[src/shared/btsc_defines.svh]
// Functional notes
// - Read the addressed file register and skip the next instruction only if the bit is 0.
// - Operands are an 8-bit file address, a 3-bit bit selector and a 1-bit bank flag.
// - A skipped two-word instruction costs two no-operation cycles instead of one.
// - The next PC is one word on when the bit is set, past the skipped one when clear.
// - Flag 0 selects the access bank, flag 1 takes the bank from the bank select register.
// - Extended set, flag 0 and address up to 95 give indexed literal offset addressing.
`ifndef BTSC_DEFINES_SVH
`define BTSC_DEFINES_SVH
`define BTSC_OPCODE 4'hB
`define BTSC_ACCESS_SPLIT 8'h60
`define BTSC_INDEX_MAX 8'h5F
`define BTSC_LO_BANK 4'h0
`define BTSC_HI_BANK 4'hF
`define BTSC_WORD_BYTES 2
`define BTSC_LAST_PHASE 2'h3
`define BTSC_Q_PHASE_NS 5
`define BTSC_CLK_NS 5
`define BTSC_Q_TICKS ((`BTSC_Q_PHASE_NS + `BTSC_CLK_NS - 1) / `BTSC_CLK_NS)
`endif

[src/shared/btsc_pkg.sv]
package btsc_pkg;
  typedef enum logic [3:0] {
    ST_IDLE = 4'h1,
    ST_EXEC = 4'h2,
    ST_NOP1 = 4'h4,
    ST_NOP2 = 4'h8
  } btsc_state_e;
  typedef logic [1:0] btsc_phase_t;
endpackage

[src/core/btsc_exec.sv]
`timescale 1ns/1ps
`include "btsc_defines.svh"
module btsc_exec
  import btsc_pkg::*;
#(
  parameter int PC_W = 21,
  parameter int ADDR_W = 12,
  parameter int BANK_W = 4
) (
  // Clock and reset
  input wire logic i_clock,
  input wire logic i_srst,
  // Instruction from fetch
  input wire logic i_instr_valid,
  input wire logic [15:0] i_instr,
  input wire logic [PC_W-1:0] i_pc,
  input wire logic i_next_two_word,
  // Core state
  input wire logic i_ext_enable,
  input wire logic [BANK_W-1:0] i_bank_select_register,
  input wire logic [ADDR_W-1:0] i_index_base,
  // Data memory
  input wire logic [7:0] i_mem_rdata,
  output logic o_mem_rd,
  output logic [ADDR_W-1:0] o_mem_addr,
  // Sequencing
  output logic [1:0] o_phase,
  output logic o_busy,
  output logic o_flush,
  output logic o_nop,
  output logic o_skip,
  output logic o_done,
  output logic [PC_W-1:0] o_next_pc,
  output logic o_status_we
);
  localparam int TICK_W = 4;
  localparam logic [TICK_W-1:0] TICK_LAST = TICK_W'(`BTSC_Q_TICKS - 1);
  localparam logic [PC_W-1:0] WORD = PC_W'(`BTSC_WORD_BYTES);

  btsc_state_e st_q, st_d;
  btsc_phase_t phase_q;
  logic [TICK_W-1:0] tick_q;
  logic [7:0] f_q;
  logic [2:0] sel_q;
  logic acc_q, bit_q, two_q;
  logic [PC_W-1:0] pc_q;

  // Phase divider
  wire tick = (tick_q == TICK_LAST);
  wire at_q1 = tick && (phase_q == 2'h0);
  wire at_q2 = tick && (phase_q == 2'h1);
  wire at_q3 = tick && (phase_q == 2'h2);
  wire at_q4 = tick && (phase_q == `BTSC_LAST_PHASE);

  wire is_op = (i_instr[15:12] == `BTSC_OPCODE);
  wire accept = (st_q == ST_IDLE) && at_q1 && i_instr_valid && is_op;

  wire [7:0] in_f = i_instr[7:0];
  wire [2:0] in_sel = i_instr[11:9];
  wire in_acc = i_instr[8];

  wire indexed = i_ext_enable && !in_acc && (in_f <= `BTSC_INDEX_MAX);
  wire [ADDR_W-1:0] idx_addr = ADDR_W'(i_index_base + ADDR_W'(in_f));
  wire [BANK_W-1:0] acc_bank = (in_f < `BTSC_ACCESS_SPLIT) ? BANK_W'(`BTSC_LO_BANK) :
                                                              BANK_W'(`BTSC_HI_BANK);
  wire [BANK_W-1:0] bank = in_acc ? i_bank_select_register : acc_bank;
  wire [ADDR_W-1:0] dir_addr = ADDR_W'({bank, in_f});
  wire [ADDR_W-1:0] eff_addr = indexed ? idx_addr : dir_addr;

  wire sampled_bit = i_mem_rdata[sel_q];

  wire [PC_W-1:0] pc_one = PC_W'(pc_q + WORD);
  wire [PC_W-1:0] pc_two = PC_W'(pc_q + WORD + WORD);
  wire [PC_W-1:0] pc_three = PC_W'(pc_q + WORD + WORD + WORD);

  wire fin_set = (st_q == ST_EXEC) && at_q4 && bit_q;
  wire fin_nop1 = (st_q == ST_NOP1) && at_q4 && !two_q;
  wire fin_nop2 = (st_q == ST_NOP2) && at_q4;
  wire finish = fin_set || fin_nop1 || fin_nop2;
  wire [PC_W-1:0] fin_pc = fin_set ? pc_one : (fin_nop1 ? pc_two : pc_three);

  always_comb begin
    st_d = st_q;
    unique case (st_q)
      ST_IDLE: begin
        if (accept) begin
          st_d = ST_EXEC;
        end
      end
      ST_EXEC: begin
        if (at_q4) begin
          st_d = bit_q ? ST_IDLE : ST_NOP1;
        end
      end
      ST_NOP1: begin
        if (at_q4) begin
          st_d = two_q ? ST_NOP2 : ST_IDLE;
        end
      end
      ST_NOP2: begin
        if (at_q4) begin
          st_d = ST_IDLE;
        end
      end
      default: begin
        st_d = ST_IDLE;
      end
    endcase
  end

  always_ff @(posedge i_clock) begin
    if (i_srst) begin
      tick_q <= '0;
      phase_q <= 2'h0;
      st_q <= ST_IDLE;
    end else begin
      tick_q <= tick ? '0 : TICK_W'(tick_q + 1'b1);
      phase_q <= tick ? btsc_phase_t'(phase_q + 1'b1) : phase_q;
      st_q <= st_d;
    end
  end

  always_ff @(posedge i_clock) begin
    if (i_srst) begin
      f_q <= 8'h00;
      sel_q <= 3'h0;
      acc_q <= 1'b0;
      two_q <= 1'b0;
      pc_q <= '0;
    end else if (accept) begin
      f_q <= in_f;
      sel_q <= in_sel;
      acc_q <= in_acc;
      two_q <= i_next_two_word;
      pc_q <= i_pc;
    end
  end

  always_ff @(posedge i_clock) begin
    if (i_srst) begin
      bit_q <= 1'b1;
    end else if ((st_q == ST_EXEC) && at_q3) begin
      bit_q <= sampled_bit;
    end
  end

  always_ff @(posedge i_clock) begin
    if (i_srst) begin
      o_mem_rd <= 1'b0;
      o_mem_addr <= '0;
    end else if (accept) begin
      o_mem_rd <= 1'b1;
      o_mem_addr <= eff_addr;
    end else if (at_q2) begin
      o_mem_rd <= 1'b0;
    end
  end

  always_ff @(posedge i_clock) begin
    if (i_srst) begin
      o_phase <= 2'h0;
      o_busy <= 1'b0;
      o_flush <= 1'b0;
      o_nop <= 1'b0;
      o_skip <= 1'b0;
      o_done <= 1'b0;
      o_next_pc <= '0;
      o_status_we <= 1'b0;
    end else begin
      o_phase <= tick ? btsc_phase_t'(phase_q + 1'b1) : phase_q;
      o_busy <= (st_d != ST_IDLE);
      o_flush <= (st_q == ST_EXEC) && at_q4 && !bit_q;
      o_nop <= (st_d == ST_NOP1) || (st_d == ST_NOP2);
      o_skip <= ((st_q == ST_EXEC) && at_q4) ? !bit_q : o_skip;
      o_done <= finish;
      o_next_pc <= finish ? fin_pc : o_next_pc;
      o_status_we <= 1'b0;
    end
  end
endmodule

[config.mk]
export PLATFORM = sky130hd
export DESIGN_NAME = btsc_exec
export DESIGN_NICKNAME = d
export VERILOG_FILES = /design/src/shared/btsc_pkg.sv /design/src/core/btsc_exec.sv
export VERILOG_INCLUDE_DIRS = /design/src /design/src/shared
export SDC_FILE = /design/constraint.sdc
export NUM_CORES = 1
export LEC_CHECK = 0
export ABC_CLOCK_PERIOD_IN_PS = 2800
export BUFFER_PORTS_ARGS = -buffer_cell sky130_fd_sc_hd__buf_4
export CAP_MARGIN = 40
export CORE_ASPECT_RATIO = 2
export CORE_MARGIN = 10
export CORE_UTILIZATION = 40
export DETAILED_ROUTE_END_ITERATION = 10
export GPL_TIMING_DRIVEN = 1
export MAX_ROUTING_LAYER = met4
export PLACE_DENSITY = 0.62
export SETUP_SLACK_MARGIN = 0.02
export SKIP_LAST_GASP = 1
export SLEW_MARGIN = 30
export SYNTH_ARGS = -nofsm -noshare
export SYNTH_HDL_FRONTEND = slang
export SYNTH_SLANG_ARGS = --single-unit
[constraint.sdc]
create_clock -name i_clock -period 2.8 [get_ports i_clock]
set_input_delay 0.56 -clock i_clock [delete_from_list [all_inputs] [get_ports i_clock]]
set_output_delay 0.56 -clock i_clock [all_outputs]
set_load 0.1 [all_outputs]
# Word-level counts from Yosys, hierarchy flattened
# Index checks and enable logic that the tools add are counted.
# W data, S select, Z words.
# op_classes
add_sub_neg	6
mux	16
order_cmp	3
n_reduce_logical	26
eq_ne	11
# ops
op	n
$add A21 B2 Y21 const B	3
$mux W21	2
$mux W4	7
$logic_and A1 B1 Y1	16
$pmux W4 S4	1
$add A12 B8 Y12	1
$eq A4 B4 Y1 const B	3
$mux W12	1
$eq A4 B3 Y1 const B	2
$le A8 B7 Y1 const B	1
$lt A8 B7 Y1 const B	1
$add A4 B1 Y4 const B	1
$eq A2 B2 Y1 const B	2
$eq A4 B1 Y1 const B	1
$eq A4 B2 Y1 const B	1
$logic_not A4 Y1	1
$lt A3 B4 Y1 const B	1
$ne A4 B1 Y1 const B	1
$bmux W1 S3	1
$logic_not A1 Y1	3
$logic_or A1 B1 Y1	3
$mux W1	3
$mux W3	1
$add A2 B1 Y2 const B	1
4 further kinds	4
# word_totals
input_bits	66
wordCells	77
reg_bits	75
out_inout_bits	42

# Logic depth before layout (Yosys ltp)
# depth
word_depth	9
mapped_depth	12
mapped_depth_nobuf	12

# Worst setup path after synthesis
# Ideal clock, no wire load.
# synth_timing
kind	flip-flop to flip-flop
startpoint	reg, netlist name o_phase[0]
endpoint	reg o_next_pc[15]
arrival_ns	3.120
period_less_slack_ns	3.195
stages_incl_launch_ff	10
path_buffers	0
path_slack_ns	-0.395
setup_time_ns	0.075
required_ns	2.725
path_cell_list	dfxtp_1 -> ha_1 -> nor4bb_1 -> nand4b_1 -> and3b_1 -> a21boi_0 -> o211ai_1 -> nor3b_2 -> or4_1 -> a31oi_1
# synth_rtl
element	line	source
to (signal assigned)	btsc_exec.sv:176	o_next_pc <= finish ? fin_pc : o_next_pc;
to (decl)	btsc_exec.sv:33	output logic [PC_W-1:0] o_next_pc,

# Worst setup path after layout
# layout_timing
startpoint	reg pc_q[2]
endpoint	reg o_next_pc[18]
# layout_via
elab_chain_len	5
# layout_lines
element	line	source
from (decl)	btsc_exec.sv:46	logic [PC_W-1:0] pc_q;
from (signal assigned)	btsc_exec.sv:135	pc_q <= i_pc;
$add A21 B2 Y21 *	btsc_exec.sv:72, btsc_exec.sv:73, btsc_exec.sv:74	
$add A21 B2 Y21	btsc_exec.sv:73, btsc_exec.sv:74	
$add A21 B2 Y21	btsc_exec.sv:74	wire [PC_W-1:0] pc_three = PC_W'(pc_q + WORD + WORD + WORD);
$mux W21	btsc_exec.sv:80	wire [PC_W-1:0] fin_pc = fin_set ? pc_one : (fin_nop1 ? pc_two : pc_three);
$mux W21 *	btsc_exec.sv:80	
# Mark *: on every way between the ends. The rest lies on a longest branch, timed or not.
# A chain may end at the register's enable or synchronous reset.

==> metrics.md <==
| Metric | Value |
|---|---|
| Distinct cells, synth | `85` |
| PortBufs | `106` |
| Pwr dens | `327 nW/µm²` |
| Clock Tree Root | `clkbuf_16` |
| Arr. time, crit path | `3.17 ns` |
| Seq/Total Area, Yosys | `0.290` |
| Layout area overhead | `50.0%` |
| Ys async rst share | `0` |
| Synth Cell Area | `5180 µm²` |
| Initial core utilization | `0.410` |
| Crit-path max cell delay | `0.48 ns` |
| Placed wire-length estimate | `15600 µm` |
| Worst-path fanout max | `7` |
| R2R setup slack | `-0.10 ns` |
| Die area | `18200 µm²` |
| Status | `finished with violations` |
| Hold crit path type | `reg -> reg` |
| Tmin final | `2.90 ns` |
| GRT Overall Usage | `0.212` |
| CP endpoint kind | `flop` |
| TritonCTS sink count | `75` |
| Peak Freq | `344 MHz` |
| Via count of the first global-routing pass | `6140` |
| Delay-heaviest family, CP | `compound AO/OA/AOI/OAI gates` |
| Slew Limit Fails | `0` |
| Routed Antenna Nets | `0` |
| Share of post-route cells with drive strength above 1 | `0.400` |
| Placed instance count | `1007` |
| Req. time, crit path | `3.07 ns` |
| Mean area per synthesized cell | `7.70 µm²` |
| Clk Latency, worst-skew pair | `0.34 ns` |
| Area of the multi-input gates | `3790 µm²` |
| Hold-fix buffer count after cts | `0` |
| Die height | `181 µm` |
| Core area | `12600 µm²` |
| YS warnings | `0` |
| Final Cycle Share | `1.04` |
| Starting DRT DRC Count | `193` |
| WL final | `19400 µm` |
| Fin Clk Skew | `0.00980 ns` |
| Ports | `108` |
| Wire per inst | `18.6 µm` |
| Register area | `1520 µm²` |
| Synth Flop Type | `dfxtp_1` |
| Peak supply drop | `0.281 mV` |
| Placer congestion estimate | `0.969` |
| Num CTS Buffers | `9` |
| H-tree levels | `3` |
| Final WS setup | `-0.105 ns` |
| First-pass GRT wire length | `30300 µm` |
| DRC viols | `0` |
| Post-synthesis cell count | `672` |
| # rows | `58` |
| Failing checks | `negative setup slack` |
| Kind of critical path | `reg -> reg` |
| RSZ-0062 raised after global routing | `yes` |
| Critical Path Slowest Stage Cell | `o41a_1` |
| # fillers | `1154` |
| Gr ovfl total | `0` |
| Max_cap viols | `0` |
| Post-synth EDFFs | `0` |
| Buf+Inv Stages, Crit Path | `1` |
| Worst-Margin Slew | `0.695 ns` |
| DR pass1 iterations | `5` |
| Vias | `5885` |
| Mean number of vias per cell | `5.64` |
| N_diodes | `0` |
| Leak | `3.17 nW` |
| Fin cells | `1043` |
| Crit-path cells | `ha_4, and2_4, nor4b_4, o2111a_1, nor2_1, buf_4, o41a_1, or2_2, a2111o_1, o211ai_1` |
| Initial antenna violation count | `0` |
| CTS tree | `built` |
| Largest net degree at the start of global routing | `42` |
| Post-synthesis register bit count | `75` |
| Final Setup Violations | `7` |
| CP Launch Type | `flop` |
| Slew margin rel. | `0.533` |
| Die width | `100 µm` |
| Final Core Density | `0.615` |
| Fin nets | `974` |
| CTS clk-pin slew, worst paths | `0.07 ns` |
| Syn Nets | `758` |
| Final Hold Viols | `0` |
| Clock buffer depth | `2` |
## cell type report
cell class                 instances  area share
clock inverter                     7     0.00757
tap                              150      0.0242
timing repair buffer             247       0.245
sequential                        75       0.195
inverter                          23      0.0111
multi-input combinational        532       0.488
clock buffer                       9      0.0290
## what timing repair did
action,4_1_cts,5_1_grt
endpoints found under the setup margin,13,16
pin swaps,27,18
gates resized for setup,58,27
setup buffers,12,8
## per-layer routing
| metal | vias up | part of all wire | track usage | routed length [µm] |
|---|---|---|---|---|
| li1 | 2853 | - | - | - |
| met1 | 2792 | 0.35 | 0.187 | 6740 |
| met2 | 184 | 0.56 | 0.396 | 10800 |
| met3 | 56 | 0.037 | 0.0340 | 716 |
| met4 | 0 | 0.056 | 0.135 | 1090 |
| met5 | - | 0 | - | 0 |
## placed cells by master, fill, tap and decap left out, types with 6 or more instances in the layout
cell,count
buf_4,242
nand2_1,96
dfxtp_1,69
nor2_1,53
a21oi_1,53
inv_1,23
nand3_1,23
xnor2_1,21
nor3_1,21
ha_1,17
o21ai_0,16
a211oi_1,13
nand4_1,12
o211ai_1,11
xor2_1,9
clkbuf_16,9
a31oi_1,8
nor2b_1,6
xor2_2,6
nor2_2,6
nor4_2,6
## cells in the mapped netlist (14+ instances only)
| master | count | area [µm²] |
|---|---|---|
| inv_1 | 23 | 86.3 |
| a21oi_1 | 58 | 290 |
| o21ai_0 | 18 | 90.1 |
| clkbuf_1 | 26 | 97.6 |
| a211oi_1 | 15 | 113 |
| nor2_1 | 59 | 221 |
| nand3_1 | 24 | 120 |
| dfxtp_1 | 75 | 1500 |
| xor2_1 | 14 | 123 |
| nand2_1 | 101 | 379 |
| ha_1 | 19 | 238 |
| xnor2_1 | 25 | 219 |
| nor3_1 | 22 | 110 |
## state kept, by name, indices dropped and copies added, names as in the netlist, 2 cells and up
name        count
o_phase         2
o_mem_addr     12
pc_q           21
st_q            4
o_next_pc      21
tick_q          4
sel_q           3
## kinds of logic (layout without fill, tap and decap cells)
kind of cell             Yosys count  in the layout  synth area share
AO/OA/AOI/OAI                    168            168             0.219
XOR/XNOR                          40             40            0.0691
adder cells (fa/ha/maj)           20             20            0.0498
buffers and inverters             65            286            0.0578
flip-flops                        75             75             0.290
multiplexers                       6              6            0.0164
other                              1              1          0.000724
AND/OR/NAND/NOR                  297            297             0.297
## path summary, 6_finish.rpt
kind | start | end | cells after the start
worst min-delay path | o_next_pc[9] | o_next_pc[9] | 2
worst max register to register | pc_q[2] | o_next_pc[18] | 10
worst min register to register | o_next_pc[9] | o_next_pc[9] | 2
worst max-delay path | pc_q[2] | o_next_pc[18] | 10
## power breakdown
group,internal [mW],switching (mW)
Combinational,0.145,0.185
Sequential,1.08,0.00998
Clock,0.614,0.507
## worst min-delay path, cell delays in order (launching register included)
cell and delay [ns]:
dfxtp_1 0.31, nand2_1 0.05, a21oi_1 0.05
## through the flow
stage               instance area (µm²)  worst slack [ns]  hold WS (ns)  power (mW)  setup TNS [ns]
global placement                   6950            -0.317         0.442        1.42           -2.57
CTS                                7580           -0.0773         0.457        2.55          -0.419
detailed placement                 6950            -0.424         0.448        1.43           -3.21
finish                             7770            -0.105         0.455        2.54          -0.415
floorplan                          5230           -0.0286         0.437        1.29         -0.0286
global route                       7770            -0.216         0.463        2.63           -1.43
No activity file was read; power rests on OpenSTA's default activity.
